`src/logic/smbt_defs.svh`:
```
// constants for the bus target command decoder
// assumes inclusion by bare name from package and design
`ifndef SMBT_DEFS_SVH
`define SMBT_DEFS_SVH
`define SMBT_ADDR_RESET     7'h44
`define SMBT_REG_CMD        8'h00
`define SMBT_REG_CAP        8'h00
`define SMBT_REG_PSTATE     8'h01
`define SMBT_CMD_WAKE       8'h01
`define SMBT_CMD_PWRDN      8'h02
`define SMBT_CMD_RST_WARM   8'h03
`define SMBT_CMD_RST_COLD   8'h04
`define SMBT_CMD_MSG_OFF    8'h05
`define SMBT_CMD_WATCHDOG_RELOAD_COMMAND  8'h06
`define SMBT_CMD_LINK_INT   8'h08
`define SMBT_CAP_VALUE      8'h00
`define SMBT_PS_S0          3'h0
`define SMBT_PS_S3          3'h3
`define SMBT_PS_S4          3'h4
`define SMBT_PS_S5          3'h5
`define SMBT_PS_LSB         0
`define SMBT_PS_MSB         2
`endif

```
`src/logic/smbt_pkg.sv`:
```
// types for the bus target command decoder
// assumes smbt_defs.svh is on the include path
`include "smbt_defs.svh"
package smbt_pkg;
  typedef enum logic [2:0] {
    SMBT_IDLE,
    SMBT_ADDR,
    SMBT_ACK,
    SMBT_RX,
    SMBT_TX,
    SMBT_TXACK,
    SMBT_IGNORE
  } smbt_state_e;
  typedef logic [2:0] smbt_pstate_t;
endpackage

```
`src/logic/smbt_target.sv`:
```
// bus target command decoder: byte write commands and byte read status
// assumes scl/sda come from pins on a slow clock; system state from the
// power controller on core_clk_in; pulses go to system logic
`timescale 1ns/100ps
`include "smbt_defs.svh"
module smbt_target
(
  input  wire logic                  core_clk_in,
  input  wire logic                  rst_b_in,
  input  wire logic                  resume_well_reset_n_in,
  input  wire logic                  scl_in,
  input  wire logic                  sda_in,
  input  wire logic [6:0]            receive_target_address_in,
  input  wire logic                  system_awake_in,
  input  wire smbt_pkg::smbt_pstate_t power_state_in,
  input  wire logic                  me_m3_in,
  input  wire logic                  graceful_sleep_in,
  input  wire logic                  bus_wake_status_clr_in,
  input  wire logic                  power_button_override_status_clr_in,
  input  wire logic                  link_target_interrupt_status_clr_in,
  output logic                       sda_out,
  output logic                       sda_oe_out,
  output logic                       wake_out,
  output logic                       system_management_interrupt_out,
  output logic                       power_down_out,
  output logic                       reset_warm_out,
  output logic                       reset_cold_out,
  output logic                       watchdog_reload_command_out,
  output logic                       health_monitor_msg_en_out,
  output logic                       bus_wake_status_out,
  output logic                       power_button_override_status_out,
  output logic                       link_target_interrupt_status_out,
  output logic                       link_target_interrupt_out
);
  import smbt_pkg::*;

  // pin synchronisers; first stage read only by second
  logic [1:0] scl_sync;
  logic [1:0] sda_sync;
  logic       scl_d;
  logic       sda_d;
  logic [1:0] rsm_sync;
  logic       rsm_d;

  always_ff @(posedge core_clk_in or negedge rst_b_in)
  begin
    if (!rst_b_in)
    begin
      scl_sync <= 2'h3;
      scl_d    <= 1'b1;
    end
    else
    begin
      scl_sync <= {scl_sync[0], scl_in};
      scl_d    <= scl_sync[1];
    end
  end

  always_ff @(posedge core_clk_in or negedge rst_b_in)
  begin
    if (!rst_b_in)
    begin
      sda_sync <= 2'h3;
      sda_d    <= 1'b1;
    end
    else
    begin
      sda_sync <= {sda_sync[0], sda_in};
      sda_d    <= sda_sync[1];
    end
  end

  always_ff @(posedge core_clk_in or negedge rst_b_in)
  begin
    if (!rst_b_in)
    begin
      rsm_sync <= 2'h0;
      rsm_d    <= 1'b0;
    end
    else
    begin
      rsm_sync <= {rsm_sync[0], resume_well_reset_n_in};
      rsm_d    <= rsm_sync[1];
    end
  end

  wire scl_s     = scl_sync[1];
  wire sda_s     = sda_sync[1];
  wire scl_rise  = scl_s & ~scl_d;
  wire scl_fall  = ~scl_s & scl_d;
  wire start_det = scl_s & scl_d & sda_d & ~sda_s;
  wire stop_det  = scl_s & scl_d & ~sda_d & sda_s;
  wire rsm_rise  = rsm_s_rise();

  function automatic logic rsm_s_rise();
    rsm_s_rise = rsm_sync[1] & ~rsm_d;
  endfunction

  function automatic logic [7:0] read_mux(input logic [7:0] idx,
                                          input smbt_pstate_t ps);
    if (idx == `SMBT_REG_CAP)
      read_mux = `SMBT_CAP_VALUE;
    else if (idx == `SMBT_REG_PSTATE)
      read_mux = {5'h00, ps};
    else
      read_mux = 8'h00;
  endfunction

  smbt_state_e state;
  smbt_state_e next_state;
  logic [7:0]  shift;
  logic [3:0]  bitcnt;
  logic [1:0]  byte_idx;
  logic        read_phase;
  logic [7:0]  reg_sel;
  logic [7:0]  tx_byte;

  wire byte_done = (bitcnt == 4'h8);
  // last read bit: the next fall must release sda for the not-ack slot
  wire tx_last   = (bitcnt == 4'h7);
  wire addr_hit  = (shift[7:1] == receive_target_address_in);
  wire in_s0     = (power_state_in == `SMBT_PS_S0);

  // write completes when data byte (third) is received with reg 0 selected
  wire cmd_fire  = (state == SMBT_ACK) && scl_fall && !read_phase &&
                   (byte_idx == 2'h3) && (reg_sel == `SMBT_REG_CMD);
  wire [7:0] cmd = shift;

  always_comb
  begin
    next_state = state;
    case (state)
      SMBT_IDLE:   next_state = SMBT_IDLE;
      SMBT_ADDR:
        if (scl_fall && byte_done)
          next_state = addr_hit ? SMBT_ACK : SMBT_IGNORE;
      SMBT_RX:
        if (scl_fall && byte_done)
          next_state = SMBT_ACK;
      SMBT_ACK:
        if (scl_fall)
          next_state = read_phase ? SMBT_TX : SMBT_RX;
      SMBT_TX:
        if (scl_fall && tx_last)
          next_state = SMBT_TXACK;
      SMBT_TXACK:
        if (scl_rise)
          next_state = SMBT_IGNORE; // nack expected; single byte read
      SMBT_IGNORE: next_state = SMBT_IGNORE;
      default:     next_state = SMBT_IDLE;
    endcase
    if (start_det)
      next_state = SMBT_ADDR;
    else if (stop_det)
      next_state = SMBT_IDLE;
  end

  always_ff @(posedge core_clk_in or negedge rst_b_in)
  begin
    if (!rst_b_in)
    begin
      state      <= SMBT_IDLE;
      shift      <= 8'h00;
      bitcnt     <= 4'h0;
      byte_idx   <= 2'h0;
      read_phase <= 1'b0;
      reg_sel    <= 8'h00;
      tx_byte    <= 8'h00;
    end
    else
    begin
      state <= next_state;
      if (start_det)
      begin
        bitcnt     <= 4'h0;
        // repeated start after a command byte turns into the read phase
        read_phase <= (byte_idx == 2'h2) && (state == SMBT_RX);
        if (state == SMBT_IDLE || state == SMBT_IGNORE)
          byte_idx <= 2'h0;
      end
      else if (scl_rise && (state == SMBT_ADDR || state == SMBT_RX))
      begin
        shift  <= {shift[6:0], sda_s};
        bitcnt <= bitcnt + 4'h1;
      end
      else if (scl_fall && byte_done && state != SMBT_TX)
      begin
        bitcnt   <= 4'h0;
        byte_idx <= (byte_idx == 2'h3) ? 2'h3 : byte_idx + 2'h1;
        if (state == SMBT_RX && byte_idx == 2'h1)
          reg_sel <= shift;
      end
      else if (scl_fall && state == SMBT_ACK && read_phase)
      begin
        tx_byte <= read_mux(reg_sel, power_state_in);
        bitcnt  <= 4'h0;
      end
      else if (scl_fall && state == SMBT_TX)
      begin
        tx_byte <= {tx_byte[6:0], 1'b0};
        bitcnt  <= byte_done ? 4'h0 : bitcnt + 4'h1;
      end
      if (stop_det)
        byte_idx <= 2'h0;
    end
  end

  // sda driven low for ack, or for zero bits of the read byte
  wire drive_ack  = (next_state == SMBT_ACK);
  wire drive_data = (next_state == SMBT_TX) && !tx_byte_bit();

  function automatic logic tx_byte_bit();
    tx_byte_bit = (state == SMBT_ACK) ? read_mux(reg_sel, power_state_in)
                                        [7] : tx_byte[7];
  endfunction

  wire wake_cmd  = cmd_fire && (cmd == `SMBT_CMD_WAKE);
  wire pd_cmd    = cmd_fire && (cmd == `SMBT_CMD_PWRDN);
  wire warm_cmd  = cmd_fire && (cmd == `SMBT_CMD_RST_WARM) && in_s0;
  wire cold_ok   = in_s0 || me_m3_in || graceful_sleep_in;
  wire cold_cmd  = cmd_fire && (cmd == `SMBT_CMD_RST_COLD) && cold_ok;
  wire off_cmd   = cmd_fire && (cmd == `SMBT_CMD_MSG_OFF);
  wire wd_cmd    = cmd_fire && (cmd == `SMBT_CMD_WATCHDOG_RELOAD_COMMAND);
  wire link_cmd  = cmd_fire && (cmd == `SMBT_CMD_LINK_INT) && in_s0;
  logic in_s0_d;
  wire s0_entry  = in_s0 && !in_s0_d;
  // pulse on set in S0, or on S0 re-entry while still pending
  wire link_int  = link_cmd || (s0_entry && link_target_interrupt_status_out);

  // sda_out stays 0; the enable alone pulls the open-drain line low
  always_ff @(posedge core_clk_in or negedge rst_b_in)
  begin
    if (!rst_b_in)
    begin
      sda_out    <= 1'b0;
      sda_oe_out <= 1'b0;
    end
    else
    begin
      sda_out    <= 1'b0;
      sda_oe_out <= drive_ack || drive_data;
    end
  end

  always_ff @(posedge core_clk_in or negedge rst_b_in)
  begin
    if (!rst_b_in)
      in_s0_d <= 1'b0;
    else
      in_s0_d <= in_s0;
  end

  // one-cycle pulses towards system logic
  always_ff @(posedge core_clk_in or negedge rst_b_in)
  begin
    if (!rst_b_in)
    begin
      wake_out                        <= 1'b0;
      system_management_interrupt_out <= 1'b0;
      power_down_out                  <= 1'b0;
      reset_warm_out                  <= 1'b0;
      reset_cold_out                  <= 1'b0;
      watchdog_reload_command_out     <= 1'b0;
      link_target_interrupt_out       <= 1'b0;
    end
    else
    begin
      wake_out   <= wake_cmd && !system_awake_in;
      system_management_interrupt_out <= wake_cmd && system_awake_in;
      power_down_out              <= pd_cmd;
      reset_warm_out              <= warm_cmd;
      reset_cold_out              <= cold_cmd;
      watchdog_reload_command_out <= wd_cmd;
      // other codes decode to nothing here
      link_target_interrupt_out   <= link_int;
    end
  end

  // messages stay off until the resume-well reset has gone through a cycle
  always_ff @(posedge core_clk_in or negedge rst_b_in)
  begin
    if (!rst_b_in)
      health_monitor_msg_en_out <= 1'b1;
    else if (off_cmd)
      health_monitor_msg_en_out <= 1'b0;
    else if (rsm_rise)
      health_monitor_msg_en_out <= 1'b1;
  end

  always_ff @(posedge core_clk_in or negedge rst_b_in)
  begin
    if (!rst_b_in)
      bus_wake_status_out <= 1'b0;
    else if (wake_cmd)
      bus_wake_status_out <= 1'b1;
    else if (bus_wake_status_clr_in)
      bus_wake_status_out <= 1'b0;
  end

  always_ff @(posedge core_clk_in or negedge rst_b_in)
  begin
    if (!rst_b_in)
      power_button_override_status_out <= 1'b0;
    else if (pd_cmd)
      power_button_override_status_out <= 1'b1;
    else if (power_button_override_status_clr_in)
      power_button_override_status_out <= 1'b0;
  end

  always_ff @(posedge core_clk_in or negedge rst_b_in)
  begin
    if (!rst_b_in)
      link_target_interrupt_status_out <= 1'b0;
    else if (link_cmd)
      link_target_interrupt_status_out <= 1'b1;
    else if (link_target_interrupt_status_clr_in)
      link_target_interrupt_status_out <= 1'b0;
  end
endmodule

```
`config.mk`:
```
export PLATFORM = sky130hd
export DESIGN_NAME = smbt_target
export DESIGN_NICKNAME = d
export VERILOG_FILES = /design/src/logic/smbt_pkg.sv /design/src/logic/smbt_target.sv
export VERILOG_INCLUDE_DIRS = /design/src /design/src/logic
export SDC_FILE = /design/constraint.sdc
export NUM_CORES = 1
export LEC_CHECK = 0
export ABC_CLOCK_PERIOD_IN_PS = 3500
export CAP_MARGIN = 40
export CORE_ASPECT_RATIO = 0.8
export CORE_UTILIZATION = 35
export CTS_CLUSTER_SIZE = 20
export DETAILED_ROUTE_END_ITERATION = 16
export DONT_BUFFER_PORTS = 1
export SLEW_MARGIN = 15
export SYNTH_ARGS = -nofsm -noshare
export SYNTH_HDL_FRONTEND = slang
export SYNTH_SLANG_ARGS = --single-unit
export TNS_END_PERCENT = 20
```
`constraint.sdc`:
```
create_clock -name core_clk_in -period 3.5 [get_ports core_clk_in]
set_input_delay 0.35 -clock core_clk_in [delete_from_list [all_inputs] [get_ports core_clk_in]]
set_output_delay 0.35 -clock core_clk_in [all_outputs]
set_load 0.005 [all_outputs]
```
After elaboration in Yosys (flattened, before gate mapping)
Cells that the tools add are included.

Add/sub/neg operators: 2. Multiply operators: 0. Div/mod/pow operators: 0. Order comparisons: 0. Equal/unequal tests: 25. Shift operators: 0. Multiplexer cells: 35. Bitwise gates (word level): 16. Reduce and logical (&&, ||, !) cells: 51.

Operator list (count): $mux W3 (10); $logic_and A1 B1 Y1 (27); $eq A8 B3 Y1 const B (3); $mux W4 (6); $mux W8 (3); $pmux W3 S6 (1); $eq A8 B1 Y1 const B (2); $eq A8 B2 Y1 const B (2); $eq A3 B3 Y1 const B (4); $mux W2 (6); $reduce_bool A2 Y1 (5); $eq A3 B2 Y1 const B (3); $mux W1 (9); $and A1 B1 Y1 (8); $eq A8 B4 Y1 const B (1); $logic_not A8 Y1 (1); $not A1 Y1 (8); $reduce_and A4 Y1 (2); $eq A7 B7 Y1 (1); $logic_not A3 Y1 (2); $logic_or A1 B1 Y1 (6); $ne A3 B3 Y1 const B (2); $reduce_bool A5 Y1 (1); $add A4 B1 Y4 const B (1); 11 further kinds (15).

Bits in registers: 56. Latch bits: 0. RAM bits: 0. Memory bits (read-only): 0. Output and inout bits: 13. Memories: 0.

Longest topological paths before layout
Gate-level depths: netlist of run 1.

Depth in word-level cells: 10. Mapped depth: 8. Mapped depth without buffers: 7.

Worst setup path after synthesis of run 1
OpenSTA, ideal clock, no wires.

Kind: flip-flop to flip-flop. Start point: reg scl_d. End point: reg reg_sel[0]. Setup time: 125 ps. Data arrival time: 1788 ps. Data required time: 3375 ps. Slack: 1587 ps. Stages on the path, launching flop included: 8. Buffers on the path: 2. Period minus slack after synthesis: 1913 ps. Cell sequence: dfstp_2 -> buf_2 -> nand2b_1 -> clkbuf_1 -> nor2_2 -> nand2_1 -> nor3_4 -> mux2_2.

Cells in the longest elaborated chain, start to end: 5.

RTL lines: start, declared (line smbt_target.sv:40) `logic scl_d;`; start signal, assigned (line smbt_target.sv:55) `scl_d <= scl_sync[1];`; $and A1 B1 Y1 or $not A1 Y1 (tied branches) (line smbt_target.sv:91, smbt_target.sv:89); $and A1 B1 Y1, on equally long branches (line smbt_target.sv:91, smbt_target.sv:89); $and A1 B1 Y1 or $logic_and A1 B1 Y1 (tied branches) (line smbt_target.sv:91, smbt_target.sv:181); $not A1 Y1 (no source line); $reduce_and A4 Y1 (no source line) (*); end signal, assigned (line smbt_target.sv:191) `reg_sel <= shift;`; end, declared (line smbt_target.sv:115) `logic [7:0] reg_sel;`.

Mark *: on every way between the ends. The rest lies on a longest branch, timed or not. A chain may end at the register's enable or synchronous reset.

Final worst setup path of run 1
Start point: reg bitcnt[0]. End point: reg reg_sel[0].

Cells in the longest elaborated chain, start to end: 4.

RTL lines: start, declared (line smbt_target.sv:112) `logic [3:0] bitcnt;`; start signal, assigned (line smbt_target.sv:184) `bitcnt <= bitcnt + 4'h1;`; start signal, assigned (line smbt_target.sv:201) `bitcnt <= byte_done ? 4'h0 : bitcnt + 4'h1;`; $eq A4 B4 Y1 (line smbt_target.sv:118) `wire byte_done = (bitcnt == 4'h8);`; $logic_and A1 B1 Y1 (2 in series) (line smbt_target.sv:186) `else if (scl_fall && byte_done && state != SMBT_TX)`; $reduce_and A4 Y1 (no source line).

Every way passes these cells.

==> key figures, run 1 <==
Layout
  – Final net count: 267
  – Share of layout cells above drive strength 1: 16.33%
  – FILL cells: 662
  – Layout Utilization: 40.21%
  – Diodes inserted: 0
  – Layout area overhead: 8.409%

Timing
  – RSZ-0062 raised after global routing: false
  – FMAX: 0.4727 GHz
  – Worst-margin pin slew: 572.5 ps
  – Slew Limit Fails: 0
  – Clock Skews: 6.761 ps
  – TNS Setup: 0 ps
  – Final Critical Period: 2116 ps
  – Slew HR: 61.30%
  – Post-route clock period utilization: 60.45%
  – Setup violations, final: 0
  – Final Hold Viols: 0

Route
  – Vias per cell: 5.370
  – Drt first pass iters: 4
  – Initial DRC count: 140
  – DRC: 0
  – WL final: 5174 um
  – DR WL/cell: 15.58 um
  – Routed vias: 1,783
  – Post-route ant nets: 0

Worst hold path
  – Hold path cells: 0
  – Worst hold endpoint: sda_sync[0]
  – Hold Crit Start: sda_in
  – Hold/Removal Path Class: primary input to register

Outcome
  – Outcome: complete, no violations

GRT
  – Largest net degree at the start of global routing: 57
  – Global-route wire length before repair: 8514 um
  – Vias in the first global route: 1,622
  – Overflow after GRT: 0
  – GR Util All Layers: 14.33%
  – Initial antenna violation count: 0

Critical path
  – CP endpoint kind: register
  – Worst EP required: 3690 ps
  – Worst EP arrival: 2310 ps
  – R2R cell count: 7
  – Startpoint Class: register
  – Worst-path maximum fanout: 8
  – R2r startpoint: bitcnt[0]
  – RR Endpoint: reg_sel[0]
  – Worst reg2reg setup slack: 1380 ps
  – Crit path kind: register to register

Logic synthesis
  – Synth Register Bits: 56
  – Post-synth EDFFs: 0
  – Post-synthesis cell type count: 52
  – Synthesized netlist cell count: 244
  – YS warnings: 0
  – Cell taking the most area after synthesis: dfrtp_1
  – Sequential fraction of the synthesis area: 53.85%
  – Synth area leaders: dfrtp_1 (47%), dfstp_2 (7.0%), mux2_2 (6.9%), nand3_1 (3.4%), o21ai_0 (2.7%)
  – Synth async-reset ratio: 100.0%
  – Top-area cell type share of the netlist area: 46.82%
  – Mapped Area: 0.002619 sq mm
  – Post-Syn Nets: 267
  – Top_reg_cell synth: dfrtp_1
  – Syn_area_per_cell: 10.73 sq um

CTS
  – Clock latency on the worst-skew pair: 310 ps
  – Hold_buf cts: 2
  – Reg clk slew, reported paths: 100 ps
  – Clock sinks: 56
  – TritonCTS clock tree: done
  – H-Tree Depth: 2
  – CTS resizes: 0
  – Postcts setup bufs: 0
  – CTS root buf: clkbuf_8
  – Total CTS buffers: 5
  – Clk buf depth: 2

Placement
  – GPL Wtd Cong: 0.8376
  – Detailed placement HPWL: 3638 um
  – Port buffer count: 0

Floorplan
  – Core Rows: 27
  – DIE HEIGHT: 79.37 um
  – Starting Density: 37.09%
  – Core area: 0.007061 sq mm
  – Horiz. Die Dim: 98.71 um
  – IO Count: 34
  – Die area: 0.007834 sq mm

Pwr
  – Leakage: 0.001177 uW
  – Maximum vdd drop: 223.8 uV
  – PwrDens: 482.8 mW/mm^2

Run
  – Max-Cap Viols: 0
[cell usage in the layout (no fill, tap or decap), types with 2 or more instances in the layout]
cell	netlist	layout
xnor2_1	8	8
inv_1	16	16
o21ai_0	14	14
nor4_1	3	3
nand3b_1	4	4
nand2_1	10	10
nand3_1	18	18
a22oi_1	3	3
a21o_1	2	2
a31oi_1	4	4
nand2b_1	8	8
dfrtp_1	49	49
o32ai_1	2	2
ha_1	2	2
nor2b_1	4	4
clkbuf_8	0	5
nor3_1	7	7
dlygate4sd3_1	0	2
dfstp_2	7	7
nor2_1	12	12
a21oi_1	11	11
mux2_2	16	16
o22ai_1	2	2
o2bb2ai_1	2	2
nand4_1	3	3
[critical path: stages (launching register included)]
cell and delay, ps:
dfrtp_1 430, inv_1 70, ha_1 140, nand3b_1 220, nor2_2 240, nand2_1 110, nor3_4 400, mux2_2 390
[kinds of logic (layout without fill, tap and decap cells)]
group                    count (synthesis)  count (layout)  synth area share, %
buffers and inverters                   28              29                4.443
XOR/XNOR                                 8               8                2.676
AO/OA/AOI/OAI                           46              46                10.94
flip-flops                              56              56                53.85
AND/OR/NAND/NOR                         86              86                19.73
other                                    1               1               0.1432
multiplexers                            17              17                7.262
adder cells (fa/ha/maj)                  2               2               0.9554
[per-layer routing]
layer	track usage (%)	up-vias	part of all wire [%]	wire (um)
li1	-	866	-	-
met1	21.79	871	55	2839
met4	4.925	0	0.83	43
met3	3.609	2	4.0	209
met5	0	-	0	0
met2	19.37	44	40	2080
[cells in the mapped netlist (2+ instances only)]
cell type	n
dfrtp_1	49
nand3_1	18
inv_1	16
mux2_2	16
o21ai_0	14
nor2_1	12
a21oi_1	11
nand2_1	10
nand2b_1	8
xnor2_1	8
dfstp_2	7
nor3_1	7
buf_2	5
clkbuf_1	5
a31oi_1	4
nand3b_1	4
nor2b_1	4
a22oi_1	3
nand4_1	3
nor4_1	3
a21o_1	2
ha_1	2
o22ai_1	2
o2bb2ai_1	2
o32ai_1	2
[state kept, by name, indices dropped and copies added, names as in the netlist, 2 cells and up]
name,flops
cmd,8
reg_sel,8
tx_byte,8
bitcnt,4
state,3
byte_idx,2
rsm_sync,2
scl_sync,2
sda_sync,2
[metrics by stage]
step	total power [uW]	area [sq um]	setup slack (ps)	instances	hold slack (ps)
3_5_place_dp	947.5	2684	1424	321	55.26
3_3_place_gp	943.3	2671	1363	319	55.41
6_report	1371	2839	1384	332	32.53
5_1_grt	1450	2839	1186	332	4.496
2_1_floorplan	906.1	2619	1587	244	54.41
4_1_cts	1388	2829	1406	331	15.87
[worst max path at each step]
stage,from,end,slack [ps],cells past startpoint
finish,bitcnt[0],reg_sel[0],1380,7
global route,state[0],bitcnt[2],1190,5
CTS,state[0],bitcnt[0],1410,5
detailed placement,bitcnt[0],reg_sel[0],1420,7
global placement,scl_d,tx_byte[6],1360,5
floorplan,scl_d,reg_sel[0],1590,7
[power by group]
| group | internal (uW) | switching (uW) |
|---|---|---|
| Sequential | 705 | 83.7 |
| Combinational | 83.1 | 83.2 |
| Clock | 213 | 203 |
| Total | 1000 | 370 |
[cell type report]
cell class | instances | area, sq um | share of cell area (%)
well taps | 87 | 108.9 | 3.834
flip-flops and latches | 56 | 1410 | 49.67
repair buffers | 5 | 60.06 | 2.115
multi-input cells | 160 | 1092 | 38.48
clock buffers | 6 | 72.57 | 2.556
inverters | 16 | 60.06 | 2.115
clock inverters | 2 | 35.03 | 1.234
(Power assumes the default switching activity.)
==> run 2: changes to the inputs <==
--- a/config.mk
+++ b/config.mk
@@ -6,7 +6,8 @@
 export SDC_FILE = /design/constraint.sdc
 export NUM_CORES = 1
 export LEC_CHECK = 0
-export ABC_CLOCK_PERIOD_IN_PS = 3500
+export ABC_AREA = 1
+export ABC_CLOCK_PERIOD_IN_PS = 1900
 export CAP_MARGIN = 40
 export CORE_ASPECT_RATIO = 0.8
 export CORE_UTILIZATION = 35
==> constraint.sdc (replaced) <==
create_clock -name core_clk_in -period 1.9 [get_ports core_clk_in]
set_input_delay 0.19 -clock core_clk_in [delete_from_list [all_inputs] [get_ports core_clk_in]]
set_output_delay 0.19 -clock core_clk_in [all_outputs]
set_load 0.005 [all_outputs]
==> run 2 against run 1 <==
Die area up 1.7%. Global-route usage rose by 0.60 points. Final area rose by 5.9%. Setup slack lost 1200 ps. Final cell count increased by 34%. Hold slack lost 15 ps. Sequential cell count is the same. Largest power group unchanged. Highest routed layer unchanged.
==> key figures, run 2 <==
GRT
  – GR Util All Layers: 14.93% (+0.60 points)
  – Global-route wire length before repair: 9225 um (+8.4%)
  – Largest net degree at the start of global routing: 57 (unchanged)
  – Overflow after GRT: 0 (unchanged)
  – Initial antenna violation count: 0 (unchanged)
  – Vias in the first global route: 1,963 (+21%)

Route
  – Routed vias: 2,056 (+15%)
  – Post-route ant nets: 0 (unchanged)
  – DR WL/cell: 11.99 um (-23%)
  – DRC: 0 (unchanged)
  – Vias per cell: 4.620 (-14%)
  – Drt first pass iters: 4 (unchanged)
  – Initial DRC count: 103 (-26%)
  – WL final: 5337 um (+3.2%)

Layout
  – Commonest non-fill, non-tap cells in the layout: nand2_1 (77), inv_1 (53), dfrtp_1 (49)
  – Layout Utilization: 40.69% (+0.48 points)
  – Share of layout cells above drive strength 1: 9.706% (-6.6 points)
  – Commonest non-fill, non-tap cell in the layout: nand2_1
  – Final net count: 362 (+36%)
  – Layout area overhead: 12.92%
  – Post-route cell area: 0.003008 sq mm (+5.9%)
  – Diodes inserted: 0 (unchanged)
  – FILL cells: 751 (+13%)

CTS
  – CTS resizes: 0 (unchanged)
  – Clock sinks: 56 (unchanged)
  – H-Tree Depth: 2 (unchanged)
  – Total CTS buffers: 5 (unchanged)
  – Reg clk slew, reported paths: 110 ps (about the same)
  – TritonCTS clock tree: done
  – CTS root buf: clkbuf_8
  – Clock latency on the worst-skew pair: 330 ps (+20 ps)
  – Clk buf depth: 2 (unchanged)

Timing
  – Worst-margin pin slew: 566.5 ps (-6.005 ps)
  – TNS Setup: 0 ps (unchanged)
  – Final Hold Viols: 0 (unchanged)
  – Slew Limit Fails: 0 (unchanged)
  – Final Critical Period: 1697 ps (-418.7 ps)
  – Setup violations, final: 0 (unchanged)
  – Slew HR: 61.94% (+0.65 points)
  – Clock Skews: 9.782 ps (+3.022 ps)
  – FMAX: 0.5893 GHz (+25%)
  – Post-route clock period utilization: 89.31% (+29 points)
  – WHS: 17.30 ps (-15.23 ps)
  – RSZ-0062 raised after global routing: false

Worst hold path
  – Hold/Removal Path Class: primary input to register
  – Hold path cells: 2 (+2)
  – Hold Crit Start: power_state_in[2]
  – Worst hold endpoint: tx_byte[2]

Critical path
  – CP peak stage delay: 580 ps (+150 ps)
  – RR Endpoint: tx_byte[7]
  – Startpoint Class: register
  – Crit path kind: register to register
  – Worst reg2reg setup slack: 200 ps (-1180 ps)
  – Crit path max-delay cell type: dfstp_2
  – Worst-path maximum fanout: 9 (+1)
  – Worst EP required: 2140 ps (-1550 ps)
  – R2R cell count: 7 (unchanged)
  – Cell Chain, Critical Path: nand2_2 > nor2_4 > nand2_4 > o21ai_2 > nand2_1 > buf_4 > o31ai_2
  – Worst EP arrival: 1930 ps (-380 ps)
  – R2r startpoint: scl_d
  – CP endpoint kind: register

Logic synthesis
  – Count leader, synth: nand2_1
  – Top_reg_cell synth: dfrtp_1
  – Syn_area_per_cell: 8.222 sq um (-23%)
  – Most frequent cells after synthesis: nand2_1 (77), inv_1 (53), dfrtp_1 (49), nand3_1 (27), nor2_1 (26)
  – Post-Syn Nets: 347 (+30%)
  – Sequential fraction of the synthesis area: 52.94% (-0.91 points)
  – Mapped Area: 0.002664 sq mm (+1.7%)
  – Synth area leaders: dfrtp_1 (46%), nand2_1 (11%), inv_1 (7.5%), dfstp_2 (6.9%), nand3_1 (5.1%)
  – Post-synth EDFFs: 0 (unchanged)
  – Synthesized netlist cell count: 324 (+33%)
  – Post-synthesis cell type count: 31 (-40%)
  – Synth async-reset ratio: 100.0% (unchanged)
  – YS warnings: 0 (unchanged)
  – Top-area cell type share of the netlist area: 46.03% (-0.79 points)
  – Synth Register Bits: 56 (unchanged)
  – Cell taking the most area after synthesis: dfrtp_1

Floorplan
  – Core Rows: 28 (+3.7%)
  – Horiz. Die Dim: 99.54 um (+0.84%)
  – IO Count: 34 (unchanged)
  – Core area: 0.007392 sq mm (+4.7%)
  – DIE HEIGHT: 80.03 um (+0.84%)
  – Die area: 0.007966 sq mm (+1.7%)
  – Starting Density: 36.04% (-1.1 points)

Run
  – Max-Cap Viols: 0 (unchanged)

Placement
  – Post-DP Area: 0.002778 sq mm (+3.5%)
  – Port buffer count: 0 (unchanged)
  – Detailed placement HPWL: 3921 um (+7.8%)
  – GPL Wtd Cong: 0.8196 (-2.1%)

Pwr
  – PwrDens: 971.1 mW/mm^2 (+100%)
  – Maximum vdd drop: 330.0 uV (+47%)
  – Leakage: 0.001461 uW (+24%)

Outcome
  – Outcome: complete, no violations
-- run 2: worst max-delay path by stage --
stage / from / to / slack (ps) / cells past startpoint
floorplan: scl_d / tx_byte[1] / 420 / 8
global placement: bitcnt[0] / tx_byte[6] / 270 / 9
detailed placement: bitcnt[0] / tx_byte[4] / 240 / 9
CTS: scl_d / tx_byte[7] / 190 / 7
global route: bitcnt[0] / tx_byte[4] / 40 / 9
finish: scl_d / tx_byte[7] / 200 / 7
-- run 2: repair_timing --
item | in CTS | in global routing
buffers inserted | 0 | 0
hold buffers | 11 | 0
hold endpoints to repair | 65 | 0
-- run 2: kinds of logic (layout without fill, tap and decap cells) --
group | Yosys count | in the layout | share of synthesized area [%]
AO/OA/AOI/OAI | 47 | 47 | 9.770
XOR/XNOR | 1 | 1 | 0.3289
adder cells (fa/ha/maj) | 2 | 2 | 0.9393
buffers and inverters | 61 | 77 | 9.253
flip-flops | 56 | 56 | 52.94
other | 1 | 1 | 0.1408
AND/OR/NAND/NOR | 156 | 156 | 26.63
-- run 2: cell type report --
cell class	count	area [sq um]	area share (%)
inverter	55	206.4	6.864
multi-input combinational	207	1007	33.49
sequential	56	1410	46.88
clock inverter	3	33.78	1.123
clock buffer	5	68.82	2.288
tap	105	131.4	4.368
timing repair buffer	14	150.1	4.992
-- run 2: stage by stage --
stage	setup WS, ps	power [uW]	std cells
3_3_place_gp	266.6	2175	426
2_1_floorplan	419.6	2009	324
6_report	203.1	2921	445
3_5_place_dp	235.7	2178	426
4_1_cts	193.1	2943	445
5_1_grt	38.30	3131	445
-- run 2: layer usage --
metal	global-route usage, %	wire length, um	vias to the layer above
met3	3.503	264	8
met5	0	0	-
met1	21.53	2793	952
li1	-	-	1055
met4	5.441	82	0
met2	21.60	2197	41
-- run 2: power breakdown --
group	total (uW)	internal [uW]	switching, uW	leakage, uW
registers	1490	1340	149	0.000723
clock network	718	279	440	0.0000515
logic	710	234	476	0.000686
-- run 2: worst max-delay path: cells and delay by family (launching register included) --
| family | cells | cell delay, ps |
|---|---|---|
| buffers and inverters | 1 | 200 |
| flip-flops | 1 | 580 |
| AND/OR/NAND/NOR | 4 | 580 |
| AO/OA/AOI/OAI | 2 | 260 |
==> run 3: changes to the inputs <==
--- a/config.mk
+++ b/config.mk
@@ -14,6 +14,7 @@
 export CTS_CLUSTER_SIZE = 20
 export DETAILED_ROUTE_END_ITERATION = 16
 export DONT_BUFFER_PORTS = 1
+export PLACE_DENSITY_LB_ADDON = 0.25
 export SLEW_MARGIN = 15
 export SYNTH_ARGS = -nofsm -noshare
 export SYNTH_HDL_FRONTEND = slang
==> run 3 against run 2 <==
Critical path depth is 2 higher. Total power grew 0.44%. Sequential power about the same. Hold slack better by 1.6 ps. Combinational power grew 2%. Die area unchanged. Utilization did not move. Via count is 0.49% higher. Register-to-register slack about the same.
==> key figures, run 3 (synthesis results as in run 2) <==
Critical path
  – Crit path kind: register to register
  – Worst reg2reg setup slack: 210 ps (about the same)
  – RR Endpoint: tx_byte[4]
  – Worst-path maximum fanout: 6 (-3)
  – Worst EP required: 2110 ps (-30 ps)
  – CP endpoint kind: register
  – Worst EP arrival: 1900 ps (-30 ps)
  – Family with the most delay on the worst path: simple AND/OR/NAND/NOR gates
  – R2r startpoint: bitcnt[0]
  – WP buf/inv: 2 (+1)
  – R2R cell count: 9 (+2)
  – Cell Chain, Critical Path: inv_1 > ha_1 > nand3_1 > nor2_4 > nand2_1 > nand2_1 > inv_1 > nand3_1 > o21ai_0
  – CP peak stage delay: 410 ps (-170 ps)
  – Startpoint Class: register
  – Crit path max-delay cell type: dfrtp_1

Route
  – Metal3 WL: 195 um (-26%)
  – M1 wire length: 2825 um (+1.1%)
  – Vias per cell: 4.643 (+0.49%)
  – Post-route ant nets: 0 (unchanged)
  – WL final: 5286 um (-0.96%)
  – Routed vias: 2,066 (+0.49%)
  – Initial DRC count: 83 (-19%)
  – Routed met2 length: 2179 um (-0.82%)
  – Drt first pass iters: 4 (unchanged)
  – DRC: 0 (unchanged)
  – DR WL/cell: 11.88 um (-0.96%)
  – Max Used Layer: met4

CTS
  – Reg clk slew, reported paths: 100 ps (about the same)
  – Clk buf depth: 2 (unchanged)
  – Hold_buf cts: 11 (unchanged)
  – CTS resizes: 0 (unchanged)
  – Postcts setup bufs: 0 (unchanged)
  – Total CTS buffers: 5 (unchanged)
  – TritonCTS clock tree: done
  – Clock latency on the worst-skew pair: 330 ps (about the same)
  – CTS root buf: clkbuf_8
  – Clock sinks: 56 (unchanged)
  – H-Tree Depth: 2 (unchanged)

Layout
  – Layout area overhead: 12.92% (unchanged)
  – Post-route cell area: 0.003008 sq mm (unchanged)
  – Share of layout cells above drive strength 1: 9.706% (unchanged)
  – Final cell count without fillers: 445 (unchanged)
  – FF+latch area: 0.001410 sq mm (unchanged)
  – Commonest non-fill, non-tap cells in the layout: nand2_1 (77), inv_1 (53), dfrtp_1 (49)
  – Diodes inserted: 0 (unchanged)
  – Layout Utilization: 40.69% (unchanged)
  – Final net count: 362 (unchanged)
  – Multi-input combinational cell area: 0.001007 sq mm (unchanged)
  – Commonest non-fill, non-tap cell in the layout: nand2_1
  – FILL cells: 759 (+1.1%)

Floorplan
  – Horiz. Die Dim: 99.54 um (unchanged)
  – Starting Density: 36.04% (unchanged)
  – Core area: 0.007392 sq mm (unchanged)
  – DIE HEIGHT: 80.03 um (unchanged)
  – Die area: 0.007966 sq mm (unchanged)
  – Core Rows: 28 (unchanged)
  – IO Count: 34 (unchanged)

Timing
  – TNS Setup: 0 ps (unchanged)
  – Slew Limit Fails: 0 (unchanged)
  – RSZ-0062 raised after global routing: false
  – Slew HR: 62.06% (+0.11 points)
  – Final Hold Viols: 0 (unchanged)
  – Worst-margin pin slew: 564.8 ps (-1.685 ps)
  – Final Critical Period: 1687 ps (-9.477 ps)
  – Setup violations, final: 0 (unchanged)
  – Post-route clock period utilization: 88.81% (-0.50 points)
  – Clock Skews: 11.21 ps (+1.427 ps)
  – FMAX: 0.5926 GHz (+0.56%)

GRT
  – Overflow after GRT: 0 (unchanged)
  – Global-route wire length before repair: 9135 um (-0.98%)
  – Vias in the first global route: 1,902 (-3.1%)
  – Initial antenna violation count: 0 (unchanged)
  – GR Util All Layers: 15.00% (+0.063 points)
  – Largest net degree at the start of global routing: 57 (unchanged)

Pwr
  – PwrDens: 975.3 mW/mm^2 (+0.44%)
  – Leakage: 0.001461 uW (unchanged)
  – Maximum vdd drop: 400.5 uV (+21%)

Outcome
  – Outcome: complete, no violations

Placement
  – Detailed placement HPWL: 3918 um (about the same)
  – Port buffer count: 0 (unchanged)
  – Placed insts: 426 (unchanged)
  – Post-DP Area: 0.002778 sq mm (unchanged)
  – GPL Wtd Cong: 0.7997 (-2.4%)

Worst hold path
  – Hold Crit Start: power_state_in[2]
  – Worst hold endpoint: tx_byte[2]
  – Hold path cells: 2 (unchanged)
  – Hold/Removal Path Class: primary input to register

Run
  – Max-Cap Viols: 0 (unchanged)
==> run 3: cell counts in the layout (fill, tap and decap cells not counted) <==
Identical to the previous run, type by type.
==> run 3: area by class of cell <==
| class | instances | share of cell area [%] |
|---|---|---|
| Tap cell | 105 | 4.368 |
| Clock buffer | 5 | 2.288 |
| Timing Repair Buffer | 14 | 4.992 |
| Inverter | 55 | 6.864 |
| Clock inverter | 3 | 1.123 |
| Multi-Input combinational cell | 207 | 33.49 |
| Sequential cell | 56 | 46.88 |
==> run 3: stage by stage <==
| stage | power [uW] | setup WS, ps | hold WS (ps) |
|---|---|---|---|
| floorplan | 2009 | 419.6 | -105.6 |
| global placement | 2181 | 253.6 | -103.5 |
| detailed placement | 2194 | 226.6 | -103.9 |
| CTS | 2971 | 202.1 | 7.731 |
| global route | 3159 | 54.85 | 21.76 |
| finish | 2934 | 212.6 | 18.94 |
==> run 3: how the worst max path moves through the flow <==
stage | slack [ps] | to | startpoint | cells after the start
floorplan | 420 | tx_byte[1] | scl_d | 8
global placement | 250 | tx_byte[6] | bitcnt[0] | 9
detailed placement | 230 | tx_byte[7] | bitcnt[0] | 9
CTS | 200 | tx_byte[7] | bitcnt[0] | 9
global route | 50 | tx_byte[4] | bitcnt[0] | 9
finish | 210 | tx_byte[4] | bitcnt[0] | 9
==> run 3: routing by layer <==
| layer | up-vias | track usage (%) |
|---|---|---|
| li1 | 1059 | - |
| met3 | 8 | 3.065 |
| met2 | 38 | 21.81 |
| met5 | - | 0 |
| met1 | 961 | 21.72 |
| met4 | 0 | 5.735 |
==> run 3: power by group <==
part           internal, uW  total [uW]  switching (uW)
combinational           235         724             489
sequential             1340        1500             155
clock                   278         711             432
